**src/common/sltc_pkg.sv**
```systemverilog
// Constants and types for the standby load transfer control block
package sltc_pkg;
  localparam int CLK_HZ = 50_000_000;
  localparam int TICK_HZ = 1_000;
  localparam int TICK_DIV = CLK_HZ / TICK_HZ;
  localparam int OPEN_ATTEMPTS = 3;
  localparam int ATTEMPT_MS = 200;
  localparam int MS_W = 16;
  localparam int PWR_W = 16;
  localparam logic [1:0] MODE_OFF = 2'h0;
  localparam logic [1:0] MODE_MAN = 2'h1;
  localparam logic [1:0] MODE_AUTO = 2'h2;
  localparam logic [1:0] MODE_TEST = 2'h3;
  typedef enum logic [4:0] {
    XS_MAINS = 5'b00001,
    XS_OPEN_MAINS = 5'b00010,
    XS_GEN = 5'b00100,
    XS_DROP = 5'b01000,
    XS_WAIT_BACK = 5'b10000
  } sltc_xfer_e;
endpackage : sltc_pkg

```
**src/common/sltc_tmr_if.sv**
```systemverilog
// Interface between the transfer sequencer and the exchange timer
`timescale 1ns/100ps
interface sltc_tmr_if;
  logic load;
  logic [sltc_pkg::MS_W-1:0] count_ms;
  logic tick;
  logic done;
  modport ctrl (output load, output count_ms, input tick, input done);
  modport tmr (input load, input count_ms, output tick, output done);
endinterface : sltc_tmr_if

```
**src/core/sltc_core.sv**
```systemverilog
// Breaker permission and users transfer control for one standby generator controller
`timescale 1ns/100ps
module sltc_core #(
  parameter int DIV = sltc_pkg::TICK_DIV,
  parameter int ATTEMPT_MS = sltc_pkg::ATTEMPT_MS
) (
  // Clock and reset
  input wire logic CLK_SYS_I,
  input wire logic RST_N_I,
  // Breaker status
  input wire logic GEN_BRK_CLOSED_I,
  input wire logic MAINS_BRK_CLOSED_I,
  input wire logic LTB_BRK_CLOSED_I,
  input wire logic LTB_BRK_PRESENT_I,
  // Mode and settings
  input wire logic [1:0] MODE_I,
  input wire logic REMOTE_RUN_I,
  input wire logic KEEP_SUPPLY_I,
  input wire logic TEST_LOAD_I,
  input wire logic GTS_ASSIGNED_I,
  input wire logic MTS_ASSIGNED_I,
  input wire logic [sltc_pkg::MS_W-1:0] EXCHANGE_MS_I,
  input wire logic [sltc_pkg::MS_W-1:0] MAINS_DELAY_MS_I,
  // Conditions
  input wire logic MAINS_IN_TOL_I,
  input wire logic INHIBIT_CONTACT_FAIL_I,
  input wire logic START_INHIBIT_I,
  input wire logic LOAD_INHIBIT_I,
  input wire logic SHUTDOWN_I,
  input wire logic ENGINE_RUNNING_I,
  input wire logic ANY_GEN_RUNNING_I,
  input wire logic WARN_ACK_I,
  input wire logic IMMEDIATE_SUPPLY_I,
  // Coordination bus data
  input wire logic [sltc_pkg::PWR_W-1:0] CLOSED_RATED_PWR_I,
  input wire logic NO_OPEN_AVAIL_I,
  input wire logic [sltc_pkg::PWR_W-1:0] DEMAND_LOCAL_I,
  input wire logic DEMAND_LOCAL_WR_I,
  input wire logic [sltc_pkg::PWR_W-1:0] DEMAND_BUS_I,
  input wire logic DEMAND_BUS_WR_I,
  // Outputs
  output logic [sltc_pkg::PWR_W-1:0] DEMAND_O,
  output logic DEMAND_BUS_SEND_O,
  output logic START_REQ_O,
  output logic INTERVENTION_REQ_O,
  output logic GEN_BRK_CLOSE_O,
  output logic BREAKER_OPEN_FAIL_WARNING_O,
  output logic BARS_SWITCH_CLOSE_O,
  output logic MAINS_SWITCH_OPEN_O,
  output logic AUTO_FORCED_O
);
  localparam logic [1:0] ATT_MAX = 2'(sltc_pkg::OPEN_ATTEMPTS);

  // Input synchroniser stage, one bank for the 20 breaker, mode, flag and condition bits
  localparam int NS = 20;
  wire [NS-1:0] raw = {GEN_BRK_CLOSED_I, MAINS_BRK_CLOSED_I, LTB_BRK_CLOSED_I, LTB_BRK_PRESENT_I,
    MODE_I, REMOTE_RUN_I, KEEP_SUPPLY_I, TEST_LOAD_I, GTS_ASSIGNED_I, MTS_ASSIGNED_I,
    MAINS_IN_TOL_I, INHIBIT_CONTACT_FAIL_I, START_INHIBIT_I, LOAD_INHIBIT_I, SHUTDOWN_I,
    ENGINE_RUNNING_I, ANY_GEN_RUNNING_I, WARN_ACK_I, IMMEDIATE_SUPPLY_I};
  // Mains reads in tolerance during reset, so no false tolerance edge follows release
  localparam logic [NS-1:0] SYNC_RST = 20'h0_0100;
  logic [NS-1:0] s1_reg, s2_reg;
  always_ff @(posedge CLK_SYS_I or negedge RST_N_I) begin
    if (!RST_N_I) begin
      s1_reg <= SYNC_RST;
      s2_reg <= SYNC_RST;
    end else begin
      s1_reg <= raw;
      s2_reg <= s1_reg;
    end
  end
  wire gb_closed = s2_reg[19];
  wire mb_closed = s2_reg[18];
  wire lb_closed = s2_reg[17];
  wire lb_present = s2_reg[16];
  wire [1:0] mode = s2_reg[15:14];
  wire remote_run = s2_reg[13];
  wire keep_supply = s2_reg[12];
  wire test_load = s2_reg[11];
  wire gts_assigned = s2_reg[10];
  wire mts_assigned = s2_reg[9];
  wire mains_ok = s2_reg[8];
  wire inh_fail = s2_reg[7];
  wire start_inh = s2_reg[6];
  wire load_inh = s2_reg[5];
  wire shutdown = s2_reg[4];
  wire engine_run = s2_reg[3];
  wire any_run = s2_reg[2];
  wire warn_ack = s2_reg[1];
  wire immediate = s2_reg[0];

  // Shared exchange timer
  sltc_tmr_if tif ();
  sltc_timer #(.DIV(DIV)) u_timer (.clk_i(CLK_SYS_I), .rst_n_i(RST_N_I), .tmr(tif));

  // Mains tolerance persistence, counted in millisecond ticks
  logic [sltc_pkg::MS_W-1:0] tol_cnt_reg;
  logic tol_last_reg;
  logic start_req_reg;
  always_ff @(posedge CLK_SYS_I or negedge RST_N_I) begin
    if (!RST_N_I) begin
      tol_cnt_reg <= '0;
      tol_last_reg <= 1'b1;
      start_req_reg <= 1'b0;
    end else begin
      tol_last_reg <= mains_ok;
      if (mains_ok != tol_last_reg) tol_cnt_reg <= '0;
      else if (tif.tick && tol_cnt_reg < MAINS_DELAY_MS_I) tol_cnt_reg <= tol_cnt_reg + 1'b1;
      if (mains_ok == tol_last_reg && tol_cnt_reg >= MAINS_DELAY_MS_I)
        start_req_reg <= !mains_ok;
    end
  end
  assign START_REQ_O = start_req_reg;

  // Mode decode: a mains or contact failure in test turns the mode to automatic
  wire trouble = start_req_reg || inh_fail;
  logic forced_auto_reg;
  always_ff @(posedge CLK_SYS_I or negedge RST_N_I) begin
    if (!RST_N_I) forced_auto_reg <= 1'b0;
    else if (mode != sltc_pkg::MODE_TEST) forced_auto_reg <= 1'b0;
    else if (trouble) forced_auto_reg <= 1'b1;
  end
  wire is_auto = (mode == sltc_pkg::MODE_AUTO) || forced_auto_reg;
  wire is_test = (mode == sltc_pkg::MODE_TEST) && !forced_auto_reg;
  assign AUTO_FORCED_O = forced_auto_reg;

  // Breaker open-failure tracking, three attempts at fixed spacing
  wire mains_parallel = mb_closed && (lb_closed || !lb_present);
  logic [1:0] att_reg;
  logic [sltc_pkg::MS_W-1:0] att_ms_reg;
  logic warn_reg;
  wire gen_close;
  wire want_open = !gen_close && gb_closed;
  always_ff @(posedge CLK_SYS_I or negedge RST_N_I) begin
    if (!RST_N_I) begin
      att_reg <= '0;
      att_ms_reg <= '0;
      warn_reg <= 1'b0;
    end else begin
      if (!want_open) begin
        att_reg <= '0;
        att_ms_reg <= '0;
      end else if (tif.tick) begin
        if (att_ms_reg == sltc_pkg::MS_W'(ATTEMPT_MS - 1)) begin
          att_ms_reg <= '0;
          if (att_reg != ATT_MAX) att_reg <= att_reg + 2'h1;
        end else att_ms_reg <= att_ms_reg + 1'b1;
      end
      // Setting wins over an acknowledge in the same cycle
      if (want_open && att_reg == ATT_MAX) warn_reg <= 1'b1;
      else if (warn_ack) warn_reg <= 1'b0;
    end
  end
  assign BREAKER_OPEN_FAIL_WARNING_O = warn_reg;

  // Intervention request by mode or remote run, plus keep-supplying on a stuck breaker
  wire keep_req = keep_supply && warn_reg && !shutdown;
  wire intervene = (mode == sltc_pkg::MODE_AUTO && !start_inh && start_req_reg)
    || is_test || forced_auto_reg || remote_run
    || keep_req;
  assign INTERVENTION_REQ_O = intervene;

  // Generator breaker close permission
  wire stop_req = !intervene;
  assign gen_close = engine_run && !shutdown && !stop_req && !load_inh && !(is_test && !test_load)
    && !mains_parallel;
  assign GEN_BRK_CLOSE_O = gen_close;

  // Load demand setting shared over the coordination bus
  logic [sltc_pkg::PWR_W-1:0] demand_reg;
  logic send_reg;
  always_ff @(posedge CLK_SYS_I or negedge RST_N_I) begin
    if (!RST_N_I) begin
      demand_reg <= '0;
      send_reg <= 1'b0;
    end else begin
      send_reg <= DEMAND_LOCAL_WR_I;
      if (DEMAND_LOCAL_WR_I) demand_reg <= DEMAND_LOCAL_I;
      else if (DEMAND_BUS_WR_I) demand_reg <= DEMAND_BUS_I;
    end
  end
  assign DEMAND_O = demand_reg;
  assign DEMAND_BUS_SEND_O = send_reg;

  // Transfer decision
  wire xfer_mode = is_auto || (remote_run && trouble);
  wire enough = immediate ? gb_closed
    : (gb_closed && (CLOSED_RATED_PWR_I > demand_reg || NO_OPEN_AVAIL_I));
  wire go_gen = gts_assigned && xfer_mode && enough && !mains_parallel;
  wire leave = !go_gen || !any_run;

  // Transfer sequencer; no switch failure warning exists
  sltc_pkg::sltc_xfer_e st_reg, st_next;
  logic tmr_load;
  always_comb begin
    st_next = st_reg;
    tmr_load = 1'b0;
    unique case (st_reg)
      sltc_pkg::XS_MAINS: if (go_gen) begin
        st_next = mts_assigned ? sltc_pkg::XS_OPEN_MAINS : sltc_pkg::XS_GEN;
        tmr_load = 1'b1;
      end
      sltc_pkg::XS_OPEN_MAINS: if (leave) st_next = sltc_pkg::XS_MAINS;
        else if (tif.done) st_next = sltc_pkg::XS_GEN;
      sltc_pkg::XS_GEN: if (leave) st_next = sltc_pkg::XS_DROP;
      sltc_pkg::XS_DROP: if (!gb_closed || !any_run) begin
        st_next = mts_assigned ? sltc_pkg::XS_WAIT_BACK : sltc_pkg::XS_MAINS;
        tmr_load = 1'b1;
      end
      sltc_pkg::XS_WAIT_BACK: if (tif.done) st_next = sltc_pkg::XS_MAINS;
      default: st_next = sltc_pkg::XS_MAINS;
    endcase
  end
  assign tif.load = tmr_load;
  assign tif.count_ms = EXCHANGE_MS_I;

  always_ff @(posedge CLK_SYS_I or negedge RST_N_I) begin
    if (!RST_N_I) st_reg <= sltc_pkg::XS_MAINS;
    else st_reg <= st_next;
  end

  // Switch outputs from flops; parallel wiring of peers is external
  logic bars_reg, mains_open_reg;
  always_ff @(posedge CLK_SYS_I or negedge RST_N_I) begin
    if (!RST_N_I) begin
      bars_reg <= 1'b0;
      mains_open_reg <= 1'b0;
    end else begin
      bars_reg <= (st_next == sltc_pkg::XS_GEN);
      mains_open_reg <= mts_assigned && (st_next != sltc_pkg::XS_MAINS);
    end
  end
  assign BARS_SWITCH_CLOSE_O = bars_reg;
  assign MAINS_SWITCH_OPEN_O = mains_open_reg;

  AST_PARALLEL_BLOCK: assert property (@(posedge CLK_SYS_I) disable iff (!RST_N_I)
    mains_parallel |-> !GEN_BRK_CLOSE_O)
    else $error("breaker close allowed while mains paralleled");
  AST_TEST_REQ: assert property (@(posedge CLK_SYS_I) disable iff (!RST_N_I)
    (mode == sltc_pkg::MODE_TEST) |-> INTERVENTION_REQ_O)
    else $error("test mode without intervention request");
  AST_AUTO_REQ: assert property (@(posedge CLK_SYS_I) disable iff (!RST_N_I)
    (mode == sltc_pkg::MODE_AUTO && start_inh && !remote_run && !keep_req) |-> !INTERVENTION_REQ_O)
    else $error("auto intervention despite start inhibit");
  AST_NO_GTS: assert property (@(posedge CLK_SYS_I) disable iff (!RST_N_I)
    (!gts_assigned && st_reg == sltc_pkg::XS_MAINS) |=> !BARS_SWITCH_CLOSE_O)
    else $error("transfer without generators switch output");
  AST_BREAK_BEFORE: assert property (@(posedge CLK_SYS_I) disable iff (!RST_N_I)
    $rose(BARS_SWITCH_CLOSE_O) && mts_assigned |-> MAINS_SWITCH_OPEN_O && $past(MAINS_SWITCH_OPEN_O))
    else $error("generators switch closed before mains switch opened");
  AST_STOPPED: assert property (@(posedge CLK_SYS_I) disable iff (!RST_N_I)
    (!any_run && st_reg == sltc_pkg::XS_MAINS) [*2] |-> !BARS_SWITCH_CLOSE_O && !MAINS_SWITCH_OPEN_O)
    else $error("switches not at mains with all generators stopped");
  AST_LEAVE_ORDER: assert property (@(posedge CLK_SYS_I) disable iff (!RST_N_I)
    (st_reg == sltc_pkg::XS_DROP) |-> !BARS_SWITCH_CLOSE_O)
    else $error("generators switch still closed while leaving");
  AST_WARN: assert property (@(posedge CLK_SYS_I) disable iff (!RST_N_I)
    (want_open && att_reg == ATT_MAX) |=> BREAKER_OPEN_FAIL_WARNING_O)
    else $error("open failure warning not raised");
  AST_MODE_MAINS: assert property (@(posedge CLK_SYS_I) disable iff (!RST_N_I)
    (mode == sltc_pkg::MODE_MAN && !remote_run) [*3] |-> st_reg != sltc_pkg::XS_GEN || leave)
    else $error("transfer to generators outside automatic mode");
endmodule : sltc_core

```
**src/core/sltc_timer.sv**
```systemverilog
// Millisecond tick divider and reloadable exchange timer
`timescale 1ns/100ps
module sltc_timer #(
  parameter int DIV = sltc_pkg::TICK_DIV
) (
  input wire logic clk_i,
  input wire logic rst_n_i,
  sltc_tmr_if.tmr tmr
);
  logic [15:0] div_reg;
  logic [sltc_pkg::MS_W-1:0] cnt_reg;
  wire div_end = (div_reg == 16'(DIV - 1));

  // Free-running divider gives a one-cycle millisecond enable
  always_ff @(posedge clk_i or negedge rst_n_i) begin
    if (!rst_n_i) div_reg <= 16'h0000;
    else div_reg <= div_end ? 16'h0000 : div_reg + 16'h0001;
  end
  assign tmr.tick = div_end;

  // Reload on each load request, count down on ticks
  always_ff @(posedge clk_i or negedge rst_n_i) begin
    if (!rst_n_i) cnt_reg <= '0;
    else if (tmr.load) cnt_reg <= tmr.count_ms;
    else if (div_end && cnt_reg != '0) cnt_reg <= cnt_reg - 1'b1;
  end
  assign tmr.done = (cnt_reg == '0) && !tmr.load;

  AST_TMR_HOLD: assert property (@(posedge clk_i) disable iff (!rst_n_i)
    (!tmr.load && !div_end && cnt_reg != '0) |=> $stable(cnt_reg))
    else $error("exchange timer moved without a tick");
endmodule : sltc_timer

```
**config.mk**
```make
export PLATFORM = sky130hd
export DESIGN_NAME = sltc_core
export DESIGN_NICKNAME = d
export VERILOG_FILES = /design/src/common/sltc_pkg.sv /design/src/common/sltc_tmr_if.sv /design/src/core/sltc_core.sv /design/src/core/sltc_timer.sv
export SDC_FILE = /design/constraint.sdc
export NUM_CORES = 1
export LEC_CHECK = 0
export BUFFER_PORTS_ARGS = -buffer_cell sky130_fd_sc_hd__buf_4
export CORE_MARGIN = 3
export CORE_UTILIZATION = 60
export DETAILED_ROUTE_END_ITERATION = 10
export PLACE_DENSITY = 0.85
export SLEW_MARGIN = 20
export SYNTH_ARGS = -nofsm -noshare
export SYNTH_HDL_FRONTEND = slang
export SYNTH_SLANG_ARGS = --single-unit
```
**constraint.sdc**
```tcl
create_clock -name CLK_SYS_I -period 4.65 [get_ports CLK_SYS_I]
set_input_delay 1.395 -clock CLK_SYS_I [delete_from_list [all_inputs] [get_ports CLK_SYS_I]]
set_output_delay 1.395 -clock CLK_SYS_I [all_outputs]
set_load 0.01 [all_outputs]
```
==> results of run 1 <==
==> final timing paths <==
path	depth (start not counted)	to	start	slack (ns)
setup reg to reg	8	u_timer.cnt_reg[0]	DEMAND_O[14]	1.60
hold reg to reg	0	s2_reg[17]	s1_reg[17]	0.34
setup / recovery	8	u_timer.cnt_reg[0]	CLOSED_RATED_PWR_I[14]	0.96
max in group asynchronous	2	s1_reg[8]	RST_N_I	2.75
hold / removal	0	s2_reg[17]	s1_reg[17]	0.34
min in group asynchronous	1	tol_cnt_reg[6]	RST_N_I	1.02
==> power by group through the flow <==
stage | Sequential [mW] | Clock (mW) | Combinational (mW)
after detailed placement | 1.41 | 0 | 0.502
after global routing | 1.41 | 1.45 | 0.567
final | 1.40 | 1.37 | 0.509
after floorplan | 1.39 | 0 | 0.307
after CTS | 1.39 | 1.39 | 0.512
after global placement | 1.40 | 0 | 0.470
==> Yosys cell counts (3+ instances only) <==
cell,instances,area share (%)
nor2_1,39,2.1
o211ai_1,4,0.43
o21a_1,4,0.43
mux2_2,6,0.98
a41o_1,8,1.2
nor3_1,18,1.3
xnor2_1,11,1.4
a31oi_1,9,0.81
nand4_1,14,1.3
nand3b_1,3,0.33
or3_1,7,0.63
dfstp_2,4,1.5
o31ai_1,10,1.1
or4_1,12,1.3
a21oi_1,36,2.6
o21ai_0,36,2.6
nor4_1,12,1.1
nor2b_1,7,0.63
or2_2,4,0.36
inv_1,50,2.7
mux2_4,7,1.5
clkbuf_1,16,0.87
nand2_1,73,4.0
and4_1,5,0.63
dfrtp_1,130,47
nand2b_1,8,0.72
and2_1,3,0.27
and3_1,7,0.63
ha_1,37,6.7
nand3_1,22,1.6
xor2_1,18,2.3
mux2i_1,27,3.9
==> critical path, cell delays in order <==
cell      delay (ns)
buf_4           0.11
ha_1            0.30
nand4_1         0.14
or4_1           0.59
o211ai_1        0.30
a31oi_4         0.11
a31oi_4         0.62
mux2_2          0.42
==> cell families after synthesis <==
| logic type | Yosys count | share of synthesized area, % |
|---|---|---|
| AOI/OAI and AO/OA | 125 | 11.7 |
| xor gates and xnor gates | 29 | 3.67 |
| DFF | 134 | 48.6 |
| and+or+nand+nor | 248 | 19.0 |
| muxes | 40 | 6.41 |
| buffers and inverters | 69 | 3.89 |
| adders and majority gates | 37 | 6.70 |
==> routing by layer <==
| layer | track usage [%] | vias to the layer above | part of all wire, % |
|---|---|---|---|
| met4 | 12.3 | 0 | 2.5 |
| li1 | - | 2705 | - |
| met5 | 0 | - | 0 |
| met3 | 7.97 | 38 | 7.5 |
| met1 | 33.7 | 2769 | 39 |
| met2 | 47.5 | 220 | 51 |
==> metrics by stage <==
stage          area (um2)  util, %  worst slack [ns]  hold WS [ns]
2_1_floorplan        6910        -              1.04         0.331
3_3_place_gp         8020     72.7             0.624         0.332
3_5_place_dp         8020     72.7             0.536         0.335
4_1_cts              8620     78.1             0.985         0.345
5_1_grt              8620     78.1             0.877         0.347
6_report             8620     78.1             0.961         0.343
==> cell type report <==
class                           count  area, um2  area share [%]
Inverter                           50        188            2.18
Sequential cell                   134       3360            39.0
Timing Repair Buffer              134       1010            11.7
Clock buffer                       18        429            4.98
Clock inverter                     14        174            2.02
Tap cell                          140        175            2.03
Multi-Input combinational cell    479       3280            38.1
==> results.md, run 1 <==
- Inst Count DP: 937
- DR pass1 iterations: 5
- DR iter-0 viols: 406
- Share of post-route cells with drive strength above 1: 24.4%
- Max_cap viols: 0
- N_diodes: 0
- EDFF count, synth: 0
- Total clock sinks: 134
- Drt total wl: 16,900 um
- CTS Hold Buffers Added: 0
- Remaining DRCs: 0
- Most common cell after layout, fill and taps aside: buf_4
- Die Height: 113 um
- Pwr/cell area: 381 nW/um2
- Total GRT Usage: 28.1%
- Startpoint types: input port
- Hold WC Path Type: flop to flop
- Required time worst endpoint: 4.95 ns
- Row count: 38
- Switching Share: 26.8%
- Clk Latency, worst-skew pair: 0.42 ns
- Post-CTS resize count: 0
- DPL Wire Length: 11,900 um
- Die ar.: 12,800 um2
- Overall power: 3.28 mW
- Clock power share: 41.9%
- Worst clock skew: 0.00781 ns
- Worst VDD drop: 0.352 mV
- Initial antenna violation count: 0
- Area grow syn2layout: 24.7%
- Worst Path Arrival: 3.99 ns
- FILL cells: 737
- Post-layout nets: 958
- Seq cells post-synth: 134
- RSZ-0062 raised after global routing: false
- Crit path time final: 3.69 ns
- Vias in the first global route: 6,044
- H-tree Lvls: 4
- Seq/Total Area, Yosys: 48.6%
- Worst Setup End Kind: flop
- Total gr overflow: 0
- Largest net degree at the start of global routing: 88
- Leak pwr: 4.17 nW
- Antenna-violating nets left: 0
- Gate power share: 15.5%
- YS warnings: 0
- Netlist Area Pre-Place: 6910 um2
- Critical-path maximum fanout: 16
- Critical path class: input port to flop
- Post-route insts no fill: 969
- Top_reg_cell synth: dfrtp_1
- Ports: 129
- Synthesized area per cell: 10.1 um2
- CTS tree: built
- Final Wtd Congestion: 0.935
- Setup bufs post-CTS: 0
- Period utilisation layout: 79.3%
- Setup violators final: 0
- Distinct cells, synth: 61
- Initial core utilization: 62.7%
- Chip width: 113 um
- Count of input and output buffers: 128
- Slew Limit Fails: 0
- WL/cell: 17.4 um
- Outcome: finished clean
- Root buf cell: clkbuf_16
- Final Hold Viols: 0
- Flop pwr share: 42.6%
- Fmax: 271 MHz
- Net Sw Power: 0.879 mW
- Clock Tree Buf Depth: 2
- Slew HR: 40.8%
- Power Internal: 2.40 mW
- Core area: 11,000 um2
- First-pass GRT wire length: 28,600 um
- Most frequent cells in the layout: buf_4, dfrtp_1, nand2_1
- Cells after synthesis: 682
- Syn_nets: 824
- Via count: 5,732
- Clock-pin slew on the worst setup and hold paths: 0.06 ns
- Cts bufs inserted: 17
- Setup_tns: 0 ns
- Worst Tran Pin Value: 0.885 ns
- Drt via density: 5.92
- Post-synth ARST share: 100%
Note: power is estimated with default switching activity, not from simulation.
==> run 2, diff against run 1 <==
--- a/config.mk
+++ b/config.mk
@@ -5,11 +5,12 @@
 export SDC_FILE = /design/constraint.sdc
 export NUM_CORES = 1
 export LEC_CHECK = 0
+export ABC_AREA = 1
 export BUFFER_PORTS_ARGS = -buffer_cell sky130_fd_sc_hd__buf_4
 export CORE_MARGIN = 3
-export CORE_UTILIZATION = 60
+export CORE_UTILIZATION = 56
 export DETAILED_ROUTE_END_ITERATION = 10
-export PLACE_DENSITY = 0.85
+export PLACE_DENSITY = 0.8
 export SLEW_MARGIN = 20
 export SYNTH_ARGS = -nofsm -noshare
 export SYNTH_HDL_FRONTEND = slang
==> constraint.sdc (replaced) <==
create_clock -name CLK_SYS_I -period 3.6 [get_ports CLK_SYS_I]
set_input_delay 1.08 -clock CLK_SYS_I [delete_from_list [all_inputs] [get_ports CLK_SYS_I]]
set_output_delay 1.08 -clock CLK_SYS_I [all_outputs]
set_load 0.01 [all_outputs]
==> run 2 against run 1 <==
  * Via count is 2.8% higher
  * Wire length is 6.5% lower
  * Non-clock buffer count stayed put
  * Global-route usage is 4.5 points lower
  * Setup slack worse by 0.24 ns
  * Sequential share of layout area is 0.70 points lower
  * Power is 28% higher
  * First-iteration DRC count is 19% lower
  * Synthesized area is 2.0% higher
  * Final cell count is 19% higher
  * Largest power group unchanged
==> results.md, run 2 <==
- Clock-pin slew on the worst setup and hold paths: 0.06 ns (about the same)
- Critical path buffers and inverters: 2 (+1)
- Flop pwr share: 43.4% (+0.8 points)
- Worst Tran Pin Value: 0.564 ns (-0.321 ns)
- Synth area leader: dfrtp_1
- Clock Tree Buf Depth: 2 (unchanged)
- RSZ-0062 raised after global routing: false
- First-pass GRT wire length: 26,600 um (-7.0%)
- DR pass1 iterations: 5 (unchanged)
- Seq cells post-synth: 134 (unchanged)
- Clock power share: 39.1% (-2.8 points)
- Most common cell after layout, fill and taps aside: nand2_1
- Slowest CP cell: inv_1
- Chip width: 118 um (+4.3%)
- YS warnings: 0 (unchanged)
- Remaining DRCs: 0 (unchanged)
- Ports: 129 (unchanged)
- CTS Hold Buffers Added: 0 (unchanged)
- Initial core utilization: 58.0% (-4.7 points)
- DPL Wire Length: 11,400 um (-3.9%)
- Xor and xnor area share after synthesis: 3.60% (-0.071 points)
- Switching Share: 29.3% (+2.5 points)
- Die Height: 118 um (+4.3%)
- Total gr overflow: 0 (unchanged)
- Mux share of post-synthesis cell area: 0.142% (-6.3 points)
- Compound-gate portion of the synthesized area: 9.62% (-2.1 points)
- Top delay family on crit path: simple AND/OR/NAND/NOR gates
- Core area: 12,200 um2 (+10%)
- Setup violators final: 0 (unchanged)
- Critical-path maximum fanout: 20 (+4)
- Initial antenna violation count: 0 (unchanged)
- Crit path time final: 2.88 ns
- Post-synth ARST share: 100% (unchanged)
- Top_reg_cell synth: dfrtp_1
- Seq/Total Area, Yosys: 47.6% (-0.94 points)
- Largest family of logic cells by synthesized area: simple AND/OR/NAND/NOR gates
- Outcome: finished clean
- Drt via density: 5.10 (-14%)
- Leak pwr: 4.48 nW (+7.4%)
- Setup ws final: 0.718 ns (-0.243 ns)
- Die ar.: 14,000 um2 (+8.8%)
- Root buf cell: clkbuf_16
- Count of input and output buffers: 128 (unchanged)
- Slew Limit Fails: 0 (unchanged)
- Most used cell, CP: nand2_1
- Largest net degree at the start of global routing: 64 (-27%)
- Area grow syn2layout: 24.5%
- CP max stage delay: 0.42 ns (-0.20 ns)
- Hold WC Path Type: flop to flop
- Antenna-violating nets left: 0 (unchanged)
- Cts bufs inserted: 17 (unchanged)
- Worst Path Arrival: 3.25 ns (-0.74 ns)
- Period utilisation layout: 80.1%
- Clk Latency, worst-skew pair: 0.43 ns (about the same)
- Total clock sinks: 134 (unchanged)
- Pwr/cell area: 479 nW/um2 (+26%)
- Share of the synthesized area in the top cell type: 46.2% (-0.91 points)
- Max_cap viols: 0 (unchanged)
- Cells after synthesis: 835 (+22%)
- Worst VDD drop: 0.364 mV (+3.4%)
- Post-Synth Adder-Cell Area: 6.57% (-0.13 points)
- Required time worst endpoint: 3.97 ns (-0.98 ns)
- Vias in the first global route: 5,769 (-4.5%)
- Post-CTS resize count: 0 (unchanged)
- Synth area leaders: dfrtp_1, nand2_1, ha_1
- Post-layout nets: 1,117 (+17%)
- N_diodes: 0 (unchanged)
- Share of post-route cells with drive strength above 1: 20.4% (-3.9 points)
- CTS tree: built
- Most frequent cells in the layout: nand2_1, buf_4, dfrtp_1
- H-tree Lvls: 4 (unchanged)
- EDFF count, synth: 0 (unchanged)
- Drt total wl: 15,800 um (-6.5%)
- Distinct cells, synth: 55 (-9.8%)
- Pre-CTS setup slack: 0.322 ns (-0.214 ns)
- Slew HR: 62.4% (+22 points)
- Fmax: 347 MHz
- Setup_tns: 0 ns (unchanged)
- Net Sw Power: 1.23 mW (+40%)
- Synthesized area per cell: 8.44 um2 (-17%)
- Most frequent cell after synthesis: nand2_1
- Gate power share: 17.5% (+2.0 points)
- Netlist Area Pre-Place: 7050 um2 (+2.0%)
- Synth cell count leaders: nand2_1, dfrtp_1, inv_1, nor2_1, o21ai_0
- DR iter-0 viols: 328 (-19%)
- Power Internal: 2.97 mW (+24%)
- Final Hold Viols: 0 (unchanged)
- Worst clock skew: 0.00872 ns (+0.000904 ns)
- Row count: 40 (+5.3%)
- WL/cell: 13.6 um (-22%)
- Startpoint types: input port
- Critical-path cell list: buf_4 -> ha_1 -> a21oi_1 -> nor2_1 -> nor2_1 -> nand2_1 -> nand2_1 -> nand2_1 -> nand2_1 -> nand2_1 -> nand3_1 -> nand2_2 -> inv_1 -> o21ai_0 -> nand2_1 -> nand2_1 -> nand2_1
- Via count: 5,895 (+2.8%)
- Worst Setup End Kind: flop
- Total GRT Usage: 23.6% (-4.5 points)
- Synth Area in Simple Gates: 24.7% (+5.7 points)
- Hold WS: 0.346 ns (+0.00223 ns)
- Syn_nets: 977 (+19%)
- Setup bufs post-CTS: 0 (unchanged)
- Final Wtd Congestion: 0.900 (-3.7%)
- Critical path class: input port to flop
==> run 2: cell count changes after synthesis, moves of 11 or more <==
cell,previous run,this run
nand2_1,73,193
inv_1,50,117
nor2_1,39,81
mux2i_1,27,1
nand3_1,22,35
clkbuf_1,16,4
or4_1,12,0
o211ai_1,4,15
==> run 2: metrics by stage <==
stage	util (%)	total power, mW	cell area (um2)	std cells
after floorplan	-	2.29	7050	835
after global placement	67.5	2.55	8210	1124
after detailed placement	67.5	2.58	8210	1124
after CTS	72.2	4.24	8780	1156
after global routing	72.2	4.44	8780	1156
final	72.2	4.21	8780	1156
==> run 2: layer usage <==
| metal | part of all wire, % | track usage [%] | vias to the layer above |
|---|---|---|---|
| li1 | - | - | 2998 |
| met1 | 44 | 30.6 | 2737 |
| met2 | 49 | 38.3 | 128 |
| met3 | 4.8 | 5.31 | 32 |
| met4 | 2.1 | 10.0 | 0 |
| met5 | 0 | 0 | - |
==> run 2: path summary, 6_finish.rpt <==
kind / start / end / slack, ns / cells past startpoint
worst max-delay path: CLOSED_RATED_PWR_I[5] / u_timer.cnt_reg[6] / 0.72 / 17
worst min-delay path: s1_reg[11] / s2_reg[11] / 0.35 / 0
worst min register to register: s1_reg[11] / s2_reg[11] / 0.35 / 0
min in group asynchronous: RST_N_I / u_timer.cnt_reg[5] / 0.60 / 1
worst max register to register: DEMAND_O[15] / u_timer.cnt_reg[6] / 1.03 / 14
max in group asynchronous: RST_N_I / tol_last_reg / 2.24 / 2
==> run 2: worst register-to-register path, delay by kind of cell (launching register included) <==
kind / cells / cell delay [ns]
AND/OR/NAND/NOR: 10 / 1.12
buffers and inverters: 2 / 0.52
flip-flops: 1 / 0.37
AO/OA/AOI/OAI: 1 / 0.21
adder cells (fa/ha/maj): 1 / 0.29
==> run 2: layout make-up <==
class	instances	area [um2]
Timing Repair Buffer	134	1020
Inverter	123	470
Clock inverter	13	124
Tap cell	168	210
Multi-Input combinational cell	565	3150
Fill cell	971	3390
Sequential cell	134	3360
Clock buffer	19	443
==> run 2: power by group through the flow <==
stage	registers, mW	logic [mW]	clock network [mW]
finish	1.83	0.736	1.64
CTS	1.82	0.741	1.68
global route	1.85	0.842	1.75
floorplan	1.82	0.469	0
global placement	1.84	0.710	0
detailed placement	1.84	0.734	0
==> run 2: logic make-up after synthesis <==
family | count (synthesis)
compound gates | 113
xor+xnor | 29
fa+ha+maj | 37
mux | 1
flops | 134
simple gates | 385
buf+inv | 136
